[config.mk]
export PLATFORM = sky130hd
export DESIGN_NAME = gra_addr_select
export DESIGN_NICKNAME = d
export VERILOG_FILES = /design/src/gra_pkg.sv /design/src/gra_addr_select.sv /design/src/gra_addr_mux.sv
export VERILOG_INCLUDE_DIRS = /design/src /design/src/src
export SDC_FILE = /design/constraint.sdc
export NUM_CORES = 1
export LEC_CHECK = 0
export BUFFER_PORTS_ARGS = -buffer_cell sky130_fd_sc_hd__buf_2
export CELL_PAD_IN_SITES_DETAIL_PLACEMENT = 0
export CELL_PAD_IN_SITES_GLOBAL_PLACEMENT = 1
export CORE_MARGIN = 4
export CORE_UTILIZATION = 29
export CTS_CLUSTER_DIAMETER = 150
export DETAILED_ROUTE_END_ITERATION = 16
export GPL_TIMING_DRIVEN = 1
export PLACE_DENSITY_LB_ADDON = 0.25
export SYNTH_ARGS = -nofsm -noshare
export SYNTH_HDL_FRONTEND = slang
export SYNTH_SLANG_ARGS = --single-unit
[constraint.sdc]
create_clock -name clk_i -period 2.96 [get_ports clk_i]
set_clock_uncertainty 0.05 [all_clocks]
set_input_delay 0.296 -clock clk_i [delete_from_list [all_inputs] [get_ports clk_i]]
set_output_delay 0.296 -clock clk_i [all_outputs]
set_load 0.03 [all_outputs]
[src/gra_defines.svh]
/*
 Constants for the general register address select block: field encodings,
 register numbers, status bit positions and Wishbone register offsets.
 Assumes inclusion by bare name from the design modules and the testbench.
*/
`ifndef GRA_DEFINES_SVH
`define GRA_DEFINES_SVH

// ************************************************************
// Address select field encodings
// ************************************************************
`define SEL_SRC_BOTH 3'h0
`define SEL_SPLIT 3'h1
`define SEL_CONST5 3'h2
`define SEL_UNUSED 3'h3
`define SEL_ODD_SRC 3'h4
`define SEL_DST_BOTH 3'h5
`define SEL_ZERO 3'h6
`define SEL_CONST6 3'h7

// ************************************************************
// Register numbers and status bits
// ************************************************************
`define REG_FIVE 3'h5
`define REG_SP 3'h6
`define REG_ZERO 3'h0
`define PS_SET_BIT 11
`define PS_CUR_HI 15
`define PS_CUR_LO 14
`define PS_PREV_HI 13
`define PS_PREV_LO 12
`define MODE_KERNEL 2'h0
`define MODE_SUPER 2'h1
`define MODE_USER 2'h3

// ************************************************************
// Write enable field encodings
// ************************************************************
`define WE_NONE 2'h0
`define WE_UNCOND 2'h1
`define WE_COND 2'h2

// ************************************************************
// Wishbone register offsets (byte addresses) and reset values
// ************************************************************
`define OFS_CTRL 4'h0
`define OFS_STATUS 4'h4
`define OFS_ALTERED 4'h8
`define CTRL_RESET 2'h0
`define WB_ADR_W 4

`endif

[src/gra_pkg.sv]
/*
 Types shared by the address select block.
 Assumes the defines header is available on the include path.
*/
package gra_pkg;
   // Write phase of the latched byte enables
   typedef enum logic [1:0] {
      WR_IDLE,
      WR_ARMED,
      WR_HOLD
   } wr_state_t;
   // Register address: set bit plus register number
   typedef logic [3:0] pad_addr_t;
endpackage

[src/gra_addr_select.sv]
/*
 General register scratchpad address select for a duplicated register file.
 Produces source and destination addresses, byte write enables, the stack
 pointer indication and altered register flags. Assumes all control inputs
 come from microprogram logic on clk_i, and cycle pulses are one clock wide.
*/
`timescale 1ns/100ps
`include "gra_defines.svh"

// How it works
// - Two copies of sixteen registers addressed, two sets of eight registers.
// - Nothing stops copies differing on writes; microprogram keeps them equal.
// - Three-bit select field chooses seven source combinations; value 3 unused.
// - Select 0 puts the source field on both addresses.
// - Select 2 puts constant register 5 on both addresses.
// - Select 5 puts the destination field on both addresses.
// - Select 7 puts constant 6, the stack pointer, on both addresses.
// - Select 6 disables the multiplexers, addressing register 0.
// - Select 1 gives destination field for destination, source field for source.
// - Select 4 forces the source field low bit to one.
// - Top address bit picks the set; set 0 forced in special cases.
// - Status bit 11 with registers 0 to 5 selects set 1.
// - Register 6 in supervisor gives address 16, user gives 17.
// - Previous-space move of register 6 uses previous mode stack pointer.
// - Set bit follows field sets, current mode for 6, status bit for 5.
// - Console access uses instruction bit 3 as set; the register comes from the select field, bits 2:0 with select 5.
// - Stack pointer in use flag whenever register 6 is addressed.
// - Post-cycle clock is issued after cycle end for condition codes.
// - Byte write enables decoded; conditional needs condition and no abort, unconditional needs no abort.
// - Write at cycle end; enables latched, cleared by the post-cycle pulse.
// - Four altered register flags go to the memory management unit.
// - Both copies receive every write; each has its own address, source or destination.
module gra_addr_select (
   // Clock and reset
   input wire logic clk_i,
   input wire logic rst_i,
   // Microprogram controls
   input wire logic [2:0] addr_sel_i,
   input wire logic [1:0] hi_we_ctl_i,
   input wire logic [1:0] lo_we_ctl_i,
   input wire logic write_cond_i,
   input wire logic mmu_abort_i,
   input wire logic cycle_end_pulse_i,
   input wire logic post_cycle_pulse_i,
   input wire logic new_instr_i,
   // Instruction and status
   input wire logic [15:0] instruction_reg_i,
   input wire logic [15:0] processor_status_i,
   input wire logic move_from_previous_space_instr_i,
   input wire logic console_reg_examine_i,
   input wire logic console_reg_deposit_i,
   // Wishbone slave
   input wire logic wb_cyc_i,
   input wire logic wb_stb_i,
   input wire logic wb_we_i,
   input wire logic [3:0] wb_adr_i,
   input wire logic [3:0] wb_sel_i,
   input wire logic [31:0] wb_dat_i,
   output logic [31:0] wb_dat_o,
   output logic wb_ack_o,
   // Scratchpad addressing and write strobes
   output logic [3:0] src_addr_o,
   output logic [3:0] dst_addr_o,
   output logic high_byte_write_en_o,
   output logic low_byte_write_en_o,
   output logic stack_ptr_in_use_o,
   output logic post_cycle_clock_o,
   output logic post_cycle_gate_o,
   output logic [3:0] altered_reg_addr_flags_o
);
   // ************************************************************
   // Declarations
   // ************************************************************
   logic [1:0] ctrl_reg;
   logic [3:0] src_addr_next;
   logic [3:0] dst_addr_next;
   logic [1:0] src_sel;
   logic [1:0] dst_sel;
   logic mux_en;
   logic force_odd_addr;
   logic console;
   logic [2:0] src_field;
   logic [2:0] dst_field;
   logic alt_set_status_bit;
   logic [1:0] cur_mode;
   logic [1:0] prev_mode;
   logic src_set_one_sel;
   logic dst_set_one_sel;
   logic five_set;
   logic six_set;
   logic six_odd;
   logic src_user_sp;
   logic dst_user_sp;
   logic mfp_sp;
   logic [1:0] sp_mode;
   logic hi_ok;
   logic lo_ok;
   logic hi_latch_reg;
   logic lo_latch_reg;
   gra_pkg::wr_state_t wr_state_reg;
   logic wb_hit;

   // ************************************************************
   // Field and mode decode
   // ************************************************************
   assign console = console_reg_examine_i || console_reg_deposit_i;
   assign src_field = instruction_reg_i[8:6];
   assign dst_field = instruction_reg_i[2:0];
   assign alt_set_status_bit = processor_status_i[`PS_SET_BIT];
   assign cur_mode = processor_status_i[`PS_CUR_HI:`PS_CUR_LO];
   assign prev_mode = processor_status_i[`PS_PREV_HI:`PS_PREV_LO];
   // Previous-space move reads the previous mode stack from the dest field
   assign mfp_sp = move_from_previous_space_instr_i && dst_field == `REG_SP;

   // Set 1 for R0-R5 under the status bit, or R6 outside kernel mode
   always_comb begin
      src_set_one_sel = 1'b0;
      dst_set_one_sel = 1'b0;
      sp_mode = mfp_sp ? prev_mode : cur_mode;
      if (!console) begin
         if (src_field < `REG_SP)
            src_set_one_sel = alt_set_status_bit;
         else if (src_field == `REG_SP)
            src_set_one_sel = cur_mode != `MODE_KERNEL;
         if (dst_field < `REG_SP)
            dst_set_one_sel = alt_set_status_bit;
         else if (dst_field == `REG_SP)
            dst_set_one_sel = sp_mode != `MODE_KERNEL;
      end
   end

   // Constant sources: 6 follows mode (kernel forces set 0), 5 follows status
   assign six_set = !console && cur_mode != `MODE_KERNEL;
   assign five_set = !console && alt_set_status_bit;
   assign six_odd = !console && cur_mode == `MODE_USER;
   // Field-named R6 in user mode is the odd location too: address 17
   assign src_user_sp = !console && src_field == `REG_SP && cur_mode == `MODE_USER;
   assign dst_user_sp = !console && dst_field == `REG_SP && sp_mode == `MODE_USER;

   // ************************************************************
   // Multiplexer control from the select field
   // ************************************************************
   always_comb begin
      dst_sel = 2'h0;
      mux_en = 1'b1;
      force_odd_addr = 1'b0;
      case (addr_sel_i)
         `SEL_SRC_BOTH: dst_sel = 2'h0;
         `SEL_SPLIT: dst_sel = 2'h1;
         `SEL_CONST5: dst_sel = 2'h2;
         `SEL_ODD_SRC: begin
            dst_sel = 2'h0;
            force_odd_addr = 1'b1;
         end
         `SEL_DST_BOTH: dst_sel = 2'h1;
         `SEL_ZERO: mux_en = 1'b0;
         `SEL_CONST6: dst_sel = 2'h3;
         default: mux_en = 1'b0;
      endcase
   end
   // Source multiplexer low select forced to zero for the split case
   assign src_sel = {dst_sel[1], dst_sel[0] && addr_sel_i != `SEL_SPLIT};

   // Source and destination multiplexer instances
   gra_addr_mux u_src_mux (
      .sel_i(src_sel),
      .enable_i(mux_en),
      .force_odd_i(force_odd_addr || src_user_sp),
      .src_field_i(src_field),
      .dst_field_i({dst_field[2:1], dst_field[0] | dst_user_sp}),
      .src_set_i(src_set_one_sel),
      .dst_set_i(dst_set_one_sel),
      .five_set_i(five_set),
      .six_set_i(six_set),
      .six_odd_i(six_odd),
      .addr_o(src_addr_next)
   );
   gra_addr_mux u_dst_mux (
      .sel_i(dst_sel),
      .enable_i(mux_en),
      .force_odd_i(force_odd_addr || src_user_sp),
      .src_field_i(src_field),
      .dst_field_i({dst_field[2:1], dst_field[0] | dst_user_sp}),
      .src_set_i(src_set_one_sel),
      .dst_set_i(dst_set_one_sel),
      .five_set_i(five_set),
      .six_set_i(six_set),
      .six_odd_i(six_odd),
      .addr_o(dst_addr_next)
   );

   // ************************************************************
   // Registered addresses
   // ************************************************************
   // Console gates instruction bit 3 straight onto the set bit
   always_ff @(posedge clk_i) begin
      if (rst_i) begin
         src_addr_o <= 4'h0;
         dst_addr_o <= 4'h0;
         stack_ptr_in_use_o <= 1'b0;
      end else begin
         if (console) begin
            src_addr_o <= {instruction_reg_i[3], src_addr_next[2:0]};
            dst_addr_o <= {instruction_reg_i[3], dst_addr_next[2:0]};
         end else begin
            src_addr_o <= src_addr_next;
            dst_addr_o <= dst_addr_next;
         end
         // User stack pointer sits at 17, whose low bits read as 7
         stack_ptr_in_use_o <= src_addr_next[2:0] == `REG_SP
            || dst_addr_next[2:0] == `REG_SP
            || src_addr_next == 4'hF || dst_addr_next == 4'hF;
      end
   end

   // ************************************************************
   // Byte write enables
   // ************************************************************
   // Conditional write needs the condition and no abort; unconditional needs no abort
   assign hi_ok = (hi_we_ctl_i == `WE_UNCOND && !mmu_abort_i)
      || (hi_we_ctl_i == `WE_COND && write_cond_i && !mmu_abort_i);
   assign lo_ok = (lo_we_ctl_i == `WE_UNCOND && !mmu_abort_i)
      || (lo_we_ctl_i == `WE_COND && write_cond_i && !mmu_abort_i);

   // Latch at cycle end, hold until the post-cycle pulse clears it
   always_ff @(posedge clk_i) begin
      if (rst_i) begin
         hi_latch_reg <= 1'b0;
         lo_latch_reg <= 1'b0;
         wr_state_reg <= gra_pkg::WR_IDLE;
      end else begin
         case (wr_state_reg)
            gra_pkg::WR_IDLE: begin
               if (cycle_end_pulse_i && (hi_ok || lo_ok)) begin
                  hi_latch_reg <= hi_ok;
                  lo_latch_reg <= lo_ok;
                  wr_state_reg <= gra_pkg::WR_HOLD;
               end
            end
            gra_pkg::WR_HOLD: begin
               if (post_cycle_pulse_i) begin
                  hi_latch_reg <= 1'b0;
                  lo_latch_reg <= 1'b0;
                  wr_state_reg <= gra_pkg::WR_IDLE;
               end
            end
            default: wr_state_reg <= gra_pkg::WR_IDLE;
         endcase
      end
   end

   // One strobe per byte feeds both copies; their two addresses can differ on a write
   always_ff @(posedge clk_i) begin
      if (rst_i) begin
         high_byte_write_en_o <= 1'b0;
         low_byte_write_en_o <= 1'b0;
      end else begin
         high_byte_write_en_o <= hi_latch_reg && ctrl_reg[0];
         low_byte_write_en_o <= lo_latch_reg && ctrl_reg[0];
      end
   end

   // ************************************************************
   // Post-cycle clock and altered register flags
   // ************************************************************
   // Issued after cycle end so condition codes survive a stalled cycle
   always_ff @(posedge clk_i) begin
      if (rst_i) begin
         post_cycle_clock_o <= 1'b0;
         post_cycle_gate_o <= 1'b0;
      end else begin
         post_cycle_clock_o <= post_cycle_pulse_i;
         post_cycle_gate_o <= wr_state_reg == gra_pkg::WR_HOLD || post_cycle_pulse_i;
      end
   end

   // Sticky per instruction; a write in the same cycle as the clear wins
   always_ff @(posedge clk_i) begin
      if (rst_i) begin
         altered_reg_addr_flags_o <= 4'h0;
      end else if (cycle_end_pulse_i && (hi_ok || lo_ok) && wr_state_reg == gra_pkg::WR_IDLE) begin
         altered_reg_addr_flags_o <= dst_addr_o;
      end else if (new_instr_i) begin
         altered_reg_addr_flags_o <= 4'h0;
      end
   end

   // ************************************************************
   // Wishbone slave: control and status
   // ************************************************************
   assign wb_hit = wb_cyc_i && wb_stb_i && !wb_ack_o;

   // Ack one cycle after the strobe; drops the next cycle
   always_ff @(posedge clk_i) begin
      if (rst_i)
         wb_ack_o <= 1'b0;
      else
         wb_ack_o <= wb_hit;
   end

   // Bit 0 allows writes; bit 1 is spare scratch
   always_ff @(posedge clk_i) begin
      if (rst_i)
         ctrl_reg <= `CTRL_RESET;
      else if (wb_hit && wb_we_i && wb_sel_i[0] && wb_adr_i == `OFS_CTRL)
         ctrl_reg <= wb_dat_i[1:0];
   end

   // Read data; unmapped offsets read zero
   always_ff @(posedge clk_i) begin
      if (rst_i) begin
         wb_dat_o <= 32'h0;
      end else if (wb_hit && !wb_we_i) begin
         case (wb_adr_i)
            `OFS_CTRL: wb_dat_o <= {30'h0, ctrl_reg};
            `OFS_STATUS: wb_dat_o <= {20'h0, wr_state_reg, hi_latch_reg, lo_latch_reg,
               dst_addr_o, src_addr_o};
            `OFS_ALTERED: wb_dat_o <= {28'h0, altered_reg_addr_flags_o};
            default: wb_dat_o <= 32'h0;
         endcase
      end
   end

   // ************************************************************
   // Checks
   // ************************************************************
   zero_sel_a: assert property (@(posedge clk_i) disable iff (rst_i)
      addr_sel_i == `SEL_ZERO && !console |=> src_addr_o == 4'h0 && dst_addr_o == 4'h0)
      else $error("select 6 did not give register 0");
   const_five_a: assert property (@(posedge clk_i) disable iff (rst_i)
      addr_sel_i == `SEL_CONST5 |=> src_addr_o[2:0] == 3'h5 && dst_addr_o[2:0] == 3'h5)
      else $error("select 2 did not give register 5");
   split_sel_a: assert property (@(posedge clk_i) disable iff (rst_i)
      addr_sel_i == `SEL_SPLIT
      |=> src_addr_o[2:0] == ($past(src_field) | {2'h0, $past(src_user_sp)})
      && dst_addr_o[2:0] == ($past(dst_field) | {2'h0, $past(dst_user_sp)}))
      else $error("split select wrong");
   odd_src_a: assert property (@(posedge clk_i) disable iff (rst_i)
      addr_sel_i == `SEL_ODD_SRC |=> src_addr_o[0] && dst_addr_o[0])
      else $error("force odd missing");
   user_sp_a: assert property (@(posedge clk_i) disable iff (rst_i)
      addr_sel_i == `SEL_CONST6 && !console && cur_mode == `MODE_USER
      |=> dst_addr_o == 4'hF)
      else $error("user stack pointer not at 17");
   sp_flag_a: assert property (@(posedge clk_i) disable iff (rst_i)
      addr_sel_i == `SEL_CONST6 |=> stack_ptr_in_use_o)
      else $error("stack pointer flag missing");
   abort_we_a: assert property (@(posedge clk_i) disable iff (rst_i)
      wr_state_reg == gra_pkg::WR_IDLE && cycle_end_pulse_i && mmu_abort_i
      |=> !hi_latch_reg && !lo_latch_reg)
      else $error("write enable set despite abort");
   we_clear_a: assert property (@(posedge clk_i) disable iff (rst_i)
      wr_state_reg == gra_pkg::WR_HOLD && post_cycle_pulse_i
      |=> ##1 !high_byte_write_en_o && !low_byte_write_en_o)
      else $error("write enable not cleared by post-cycle pulse");
endmodule // gra_addr_select

[src/gra_addr_mux.sv]
/*
 One scratchpad address multiplexer with its register set selection.
 Assumes select inputs come from logic on the same clock.
*/
`timescale 1ns/100ps
`include "gra_defines.svh"

module gra_addr_mux (
   // Multiplexer controls
   input wire logic [1:0] sel_i,
   input wire logic enable_i,
   input wire logic force_odd_i,
   // Data inputs: source field, destination field, constants
   input wire logic [2:0] src_field_i,
   input wire logic [2:0] dst_field_i,
   input wire logic src_set_i,
   input wire logic dst_set_i,
   input wire logic five_set_i,
   input wire logic six_set_i,
   input wire logic six_odd_i,
   // Result
   output logic [3:0] addr_o
);
   logic [2:0] reg_num;
   logic set_bit;

   // Four-input selection; disabled yields register 0 of set 0
   always_comb begin
      reg_num = `REG_ZERO;
      set_bit = 1'b0;
      if (enable_i) begin
         case (sel_i)
            2'h0: begin
               reg_num = src_field_i | {2'h0, force_odd_i};
               set_bit = src_set_i;
            end
            2'h1: begin
               reg_num = dst_field_i;
               set_bit = dst_set_i;
            end
            2'h2: begin
               reg_num = `REG_FIVE;
               set_bit = five_set_i;
            end
            default: begin
               reg_num = `REG_SP;
               set_bit = six_set_i;
            end
         endcase
      end
   end

   // User stack pointer is the odd one: address 17 (octal)
   assign addr_o = {set_bit, reg_num[2:1],
      reg_num[0] | (enable_i && sel_i == 2'h3 && six_odd_i)};
endmodule // gra_addr_mux

==> qor.csv, run 1 <==
stage;metric;value;unit
status;status;completed;
power_and_ir_drop;p_leak;1.038;nW
synth;ys_ff_latch;34;
finish;final_common_cell;buf_2;
sta;worstMarginPinSlew;0.5933;ns
synth;synth_cell_type_count;46;
die;core;6314;um^2
clock_tree;cts.sinks;34;
critical_path;crit_path_start_kind;flip-flop;
clock_tree;cts.root.buffer_cell;clkbuf_8;
power_and_ir_drop;peakVddDrop;0.2431;mV
finish;regMostFlops;wb_dat_o;
clock_tree;cts_buffers;5;
sta;period_share;0.5929;
finish;seq_area;680.7;um^2
clock_tree;cts_resized;0;
sta;maxSlewHeadroom;0.6030;
finish;fin_util;0.3619;
sta;hold_viol;0;
place;hpwl;3790;um
clock_tree;clk_latency;0.29;ns
sta;whs;0.2035;ns
critical_path;cp_data_arrival_time;1.93;ns
power_and_ir_drop;total_power;1.111;mW
global_routing;grt_max_degree;35;
synth;synth_warnings;0;
routing;post_drt_wl_per_cell;13.42;um
clock_tree;clkTransAtPathRegs;0.07;ns
finish;design_area;2285;um^2
critical_path;path_max_fanout;12;
routing;route.vias.total;1776;
clock_tree;max-clock-path-buffers;2;
global_routing;grt_pass1_wl;7941;um
critical_path;critical_path_class;reg -> reg;
sta;rsz0062_at_grt;false;
routing;dr.pass1.iters;4;
critical_path;cp.required;3.13;ns
die;die-area;7804;um^2
power_and_ir_drop;power_density;486.1;nW/um^2
die;start_util;0.2965;
clock_tree;postCtsSetupRepairBufs;0;
clock_tree;cts_tree;built;
sta;min_period;1.755;ns
finish;largest_register_ffs;11;
min_path;hp-class;in -> reg;
clock_tree;htreeDepth;2;
global_routing;grt.overflow.total;0;
sta;setup_viol;0;
global_routing;gr-usage-all-layers;0.1310;
clock_tree;cts_hold_buffers;0;
place;postPlaceCellArea;2175;um^2
finish;multi_input_area;1059;um^2
die;io_pins;142;
finish;n_fill_cell;700;
place;pre_cts_slack;1.105;ns
place;dp.cells;364;
synth;synth_area;1872;um^2
synth;synthFlopType;dfxtp_1;
synth;syn_area_per_cell;8.138;um^2
finish;layout-drive-gt1-share;0.2780;
place;place.gp.congestion;0.7606;
routing;drc;0;
place;port_buffers;67;
finish;n_antenna_cell;0;
sta;finalWorstSetupSlack;1.205;ns
synth;synth-seq-area-share;0.3636;
synth;netlist_instances;230;
synth;ys_async_sr_fraction;0;
global_routing;grt_pass1_vias;1675;
sta;fmax;0.5698;GHz
flow_run;maxCapViolCount;0;
finish;area_delta_synth_final;22.06;%
die;die_h;88.34;um
routing;initialDrtViolationCount;75;
sta;tns;0;ns
routing;ant_nets;0;
critical_path;end_kind;flip-flop;
die;die_x;88.34;um
global_routing;antenna_found_initial;0;
sta;report.final.slew_viol_count;0;
routing;via_per_inst;4.774;
routing;drt_wl_total;4993;um
finish;nNetsFinal;386;
synth;synth_edf_count;0;
die;rows;29;
finish;stdcell_count;372;
finish;layout_common_cells;buf_2, dfxtp_1, nor2_1;
==> final cells by class <==
type,instances,area share
Sequential cell,34,0.2979
Inverter,1,0.001643
Tap cell,77,0.04217
Multi-Input combinational cell,185,0.4633
Clock inverter,2,0.01643
Timing Repair Buffer,67,0.1468
Clock buffer,6,0.03176
==> worst paths after layout <==
path,startpoint,endpoint,slack (ns),depth (start not counted)
setup / recovery,wb_ack_o$_SDFF_PP0_,wb_dat_o[3]$_SDFFE_PP0P_,1.21,5
hold / removal,wb_dat_i[0],ctrl_reg[0]$_SDFFE_PP0P_,0.20,3
setup reg to reg,wb_ack_o$_SDFF_PP0_,wb_dat_o[3]$_SDFFE_PP0P_,1.21,5
hold reg to reg,wb_dat_o[6]$_SDFFE_PP0P_,wb_dat_o[6]$_SDFFE_PP0P_,0.40,2
==> per-layer routing <==
metal  wire length, um  vias up  global-route usage
met5                 0        -                   0
met4                79        0             0.05220
met3               402        7             0.03631
met2              2293       65              0.2107
met1              2217      809              0.1658
li1                  -      895                   -
==> cells by family after synthesis <==
group                  Yosys count  share of synthesized area
AOI/OAI and AO/OA               49                     0.1872
muxes                            9                    0.04880
buffers and inverters           31                     0.1110
and+or+nand+nor                106                     0.2874
DFF                             34                     0.3636
other                            1                   0.002003
==> critical path: stages (launching register included) <==
cell,delay [ns]
dfxtp_1,0.30
nand3b_1,0.20
or2_1,0.44
a2111oi_4,0.48
a22oi_1,0.12
nor2_1,0.10
==> cells in the mapped netlist (3+ instances only) <==
cell type | instances | share of area
nor2b_1 | 11 | 0.037
o21bai_1 | 3 | 0.012
nand2b_1 | 4 | 0.013
nand3_1 | 13 | 0.035
o21ai_0 | 4 | 0.011
a22o_1 | 3 | 0.014
a21oi_1 | 16 | 0.043
a22oi_1 | 4 | 0.016
mux2i_1 | 8 | 0.043
nor3_1 | 5 | 0.013
clkbuf_1 | 6 | 0.012
nand2_1 | 27 | 0.054
dfxtp_1 | 34 | 0.36
buf_4 | 22 | 0.088
nor2_1 | 30 | 0.060
==> report_power, final <==
| group | total (mW) | leakage, nW | internal (mW) | switching, mW |
|---|---|---|---|---|
| registers | 0.483 | 0.277 | 0.473 | 0.00994 |
| logic | 0.207 | 0.709 | 0.0617 | 0.145 |
| clock network | 0.421 | 0.0514 | 0.251 | 0.170 |
| total | 1.11 | 1.04 | 0.785 | 0.325 |
No activity file was read; power rests on OpenSTA's default activity.
==> inputs of run 2 (changes only) <==
--- a/config.mk
+++ b/config.mk
@@ -10,7 +10,7 @@
 export CELL_PAD_IN_SITES_DETAIL_PLACEMENT = 0
 export CELL_PAD_IN_SITES_GLOBAL_PLACEMENT = 1
 export CORE_MARGIN = 4
-export CORE_UTILIZATION = 29
+export CORE_UTILIZATION = 24
 export CTS_CLUSTER_DIAMETER = 150
 export DETAILED_ROUTE_END_ITERATION = 16
 export GPL_TIMING_DRIVEN = 1
==> constraint.sdc (replaced) <==
create_clock -name clk_i -period 1.5 [get_ports clk_i]
set_clock_uncertainty 0.05 [all_clocks]
set_input_delay 0.15 -clock clk_i [delete_from_list [all_inputs] [get_ports clk_i]]
set_output_delay 0.15 -clock clk_i [all_outputs]
set_load 0.03 [all_outputs]
==> run 2 against run 1 <==
Against the previous run: fmax up 26%; via count rose by 3.2%; global-route usage down 1.4 points; critical endpoint is now wb_dat_o[0]$_SDFFE_PP0P_; total power is 91% higher; non-clock buffer count is 30 higher; combinational power grew 130%; highest routed layer unchanged; count of clock-buffer cells in the layout unchanged; first-iteration DRC count decreased by 6.7%; cell area rose by 11%.
==> qor.csv, run 2 (synthesis gave the netlist of run 1 again) <==
stage;metric;value;unit;change
die;core;7408;um^2;+17%
critical_path;worstRegToRegCells;5;;unchanged
sta;report.final.slew_viol_count;0;;unchanged
sta;whs;0.05395;ns;-0.1495 ns
power_and_ir_drop;comb_power_share;0.221;;+0.035
global_routing;grt_pass1_vias;1768;;+5.6%
critical_path;critPathMaxStageDelay;0.32;ns;-0.16 ns
place;postPlaceCellArea;2421;um^2;+11%
die;die_h;96.31;um;+9.0%
critical_path;cp_cell_sequence;nand3b_1 -> or2_4 -> a2111oi_4 -> a22oi_1 -> nor2_1;;
routing;drc;0;;unchanged
finish;regMostFlops;wb_dat_o;;
critical_path;path_delay_family;simple AND/OR/NAND/NOR gates;;
routing;dr.pass1.iters;4;;unchanged
critical_path;path_buf_inv;0;;unchanged
routing;post_drt_wl_per_cell;12.56;um;-6.4%
finish;nNetsFinal;416;;+7.8%
sta;hold_viol;0;;unchanged
die;die-area;9276;um^2;+19%
critical_path;critical_path_class;reg -> reg;;
place;hpwl;4295;um;+13%
finish;layout-drive-gt1-share;0.3569;;+0.07896
routing;route.vias.total;1833;;+3.2%
routing;via_per_inst;4.323;;-9.4%
die;io_pins;142;;unchanged
global_routing;gr-usage-all-layers;0.1170;;-0.01403
global_routing;grt.overflow.total;0;;unchanged
finish;layout_common_cells;buf_2, dfxtp_1, nor2_1, buf_4, nand2_1;;
sta;setup_viol;0;;unchanged
critical_path;reg2reg_to;wb_dat_o[0]$_SDFFE_PP0P_;;
critical_path;crit_slowest_cell;dfxtp_2;;
routing;dr.max_layer_used;met4;;
finish;multi_input_area;1065;um^2;+0.59%
clock_tree;cts.sinks;34;;unchanged
power_and_ir_drop;p_leak;1.180;nW;+14%
clock_tree;htreeDepth;2;;unchanged
clock_tree;cts_tree;built;;
power_and_ir_drop;pwr-share-clk;0.329;;-0.050
critical_path;crit_path_start_kind;flip-flop;;
power_and_ir_drop;p_sw;0.6466;mW;+99%
power_and_ir_drop;p_int;1.473;mW;+87%
finish;design_area;2530;um^2;+11%
routing;wl_met1;2322;um;+4.7%
finish;n_fill_cell;827;;+18%
die;rows;31;;+6.9%
sta;min_period;1.390;ns;-0.3647 ns
critical_path;ff2ff_setup_slack;0.11;ns;-1.10 ns
routing;dr_wl_met3;367;um;-8.7%
place;port_buffers;67;;unchanged
critical_path;path_max_fanout;4;;-8
die;die_x;96.31;um;+9.0%
finish;final_common_cell;buf_2;;
finish;area_delta_synth_final;35.16;%;
power_and_ir_drop;peakVddDrop;0.2801;mV;+15%
sta;rsz0062_at_grt;true;;
routing;ant_nets;0;;unchanged
finish;seq_area;681.9;um^2;+0.18%
min_path;hp-class;in -> reg;;
flow_run;maxCapViolCount;0;;unchanged
min_path;min_from;post_cycle_pulse_i;;
routing;initialDrtViolationCount;70;;-6.7%
clock_tree;cts.root.buffer_cell;clkbuf_8;;
finish;n_antenna_cell;0;;unchanged
status;status;completed;;
place;place.gp.congestion;0.7796;;+2.5%
power_and_ir_drop;swShare;0.3051;;+0.01226
sta;worstMarginPinSlew;0.4623;ns;-0.1310 ns
global_routing;grt_pass1_wl;8397;um;+5.7%
clock_tree;clk_latency;0.29;ns;about the same
critical_path;end_kind;flip-flop;;
critical_path;cp_data_arrival_time;1.56;ns;-0.37 ns
sta;fmax;0.7193;GHz;+26%
critical_path;r2r-start;wb_ack_o$_SDFF_PP0_;;
die;start_util;0.2527;;-0.04381
clock_tree;cts_buffers;5;;unchanged
critical_path;cp.required;1.67;ns;-1.46 ns
global_routing;antenna_found_initial;0;;unchanged
sta;period_share;0.9268;;+0.3339
global_routing;grt_max_degree;34;;-2.9%
power_and_ir_drop;power_density;837.7;nW/um^2;+72%
sta;maxSlewHeadroom;0.6838;;+0.08082
min_path;min_to;post_cycle_gate_o$_SDFF_PP0_;;
clock_tree;cts_hold_buffers;0;;unchanged
routing;drt_wl_total;5325;um;+6.6%
routing;wl_met2;2558;um;+12%
power_and_ir_drop;seqPwrFrac;0.451;;+0.016
clock_tree;clkTransAtPathRegs;0.07;ns;about the same
clock_tree;max-clock-path-buffers;2;;unchanged
finish;largest_register_ffs;11;;unchanged
min_path;holdPathStages;3;;unchanged
==> run 2: worst max path at each step <==
| stage | from | to | slack (ns) | depth (start not counted) |
|---|---|---|---|---|
| final | wb_ack_o$_SDFF_PP0_ | wb_dat_o[0]$_SDFFE_PP0P_ | 0.11 | 5 |
| after global routing | wb_ack_o$_SDFF_PP0_ | wb_dat_o[3]$_SDFFE_PP0P_ | -0.01 | 5 |
| after CTS | wb_ack_o$_SDFF_PP0_ | ctrl_reg[1]$_SDFFE_PP0P_ | 0.03 | 4 |
| after detailed placement | console_reg_deposit_i | stack_ptr_in_use_o$_SDFF_PP0_ | -0.12 | 8 |
| after global placement | console_reg_examine_i | stack_ptr_in_use_o$_SDFF_PP0_ | -0.11 | 8 |
| after floorplan | wb_ack_o$_SDFF_PP0_ | ctrl_reg[0]$_SDFFE_PP0P_ | 0.03 | 4 |
==> run 2: what timing repair did <==
action,CTS,global route
resized for setup,0,2
endpoints found under the setup margin,0,6
setup buffers,0,1
==> run 2: layout make-up <==
| type | count | share of cell area |
|---|---|---|
| flip-flops and latches | 34 | 0.2695 |
| multi-input cells | 185 | 0.4209 |
| well taps | 99 | 0.04896 |
| repair buffers | 97 | 0.2216 |
| inverters | 1 | 0.001484 |
| clock inverters | 2 | 0.004946 |
| clock buffers | 6 | 0.03264 |
==> run 2: metal layers <==
layer	vias up	track usage
met5	-	0
met4	0	0.04556
met3	7	0.01876
met2	60	0.2076
met1	812	0.1400
li1	954	-
==> run 2: power by group through the flow <==
stage	Combinational, mW	Clock, mW	Sequential (mW)
2_1_floorplan	0.270	0	1.02
3_3_place_gp	0.467	0	0.976
3_5_place_dp	0.467	0	0.976
4_1_cts	0.468	0.721	0.956
5_1_grt	0.515	0.754	0.958
6_report	0.467	0.697	0.955
==> run 2: stage by stage <==
step	total power [mW]	setup slack, ns	instances	TNS [ns]	utilization
after detailed placement	1.443	-0.1172	415	-0.3252	0.3268
after global placement	1.443	-0.1117	415	-0.3123	0.3268
after global routing	2.226	-0.01406	424	-0.01406	0.3415
after CTS	2.145	0.02823	423	0	0.3396
after floorplan	1.290	0.03425	250	0	-
final	2.119	0.1098	424	0	0.3415
==> run 2: worst register-to-register path, delay by kind of cell, from the launching register on <==
kind / cells / cell delay [ns]
DFF: 1 / 0.32
AOI/OAI and AO/OA: 2 / 0.40
and+or+nand+nor: 3 / 0.57
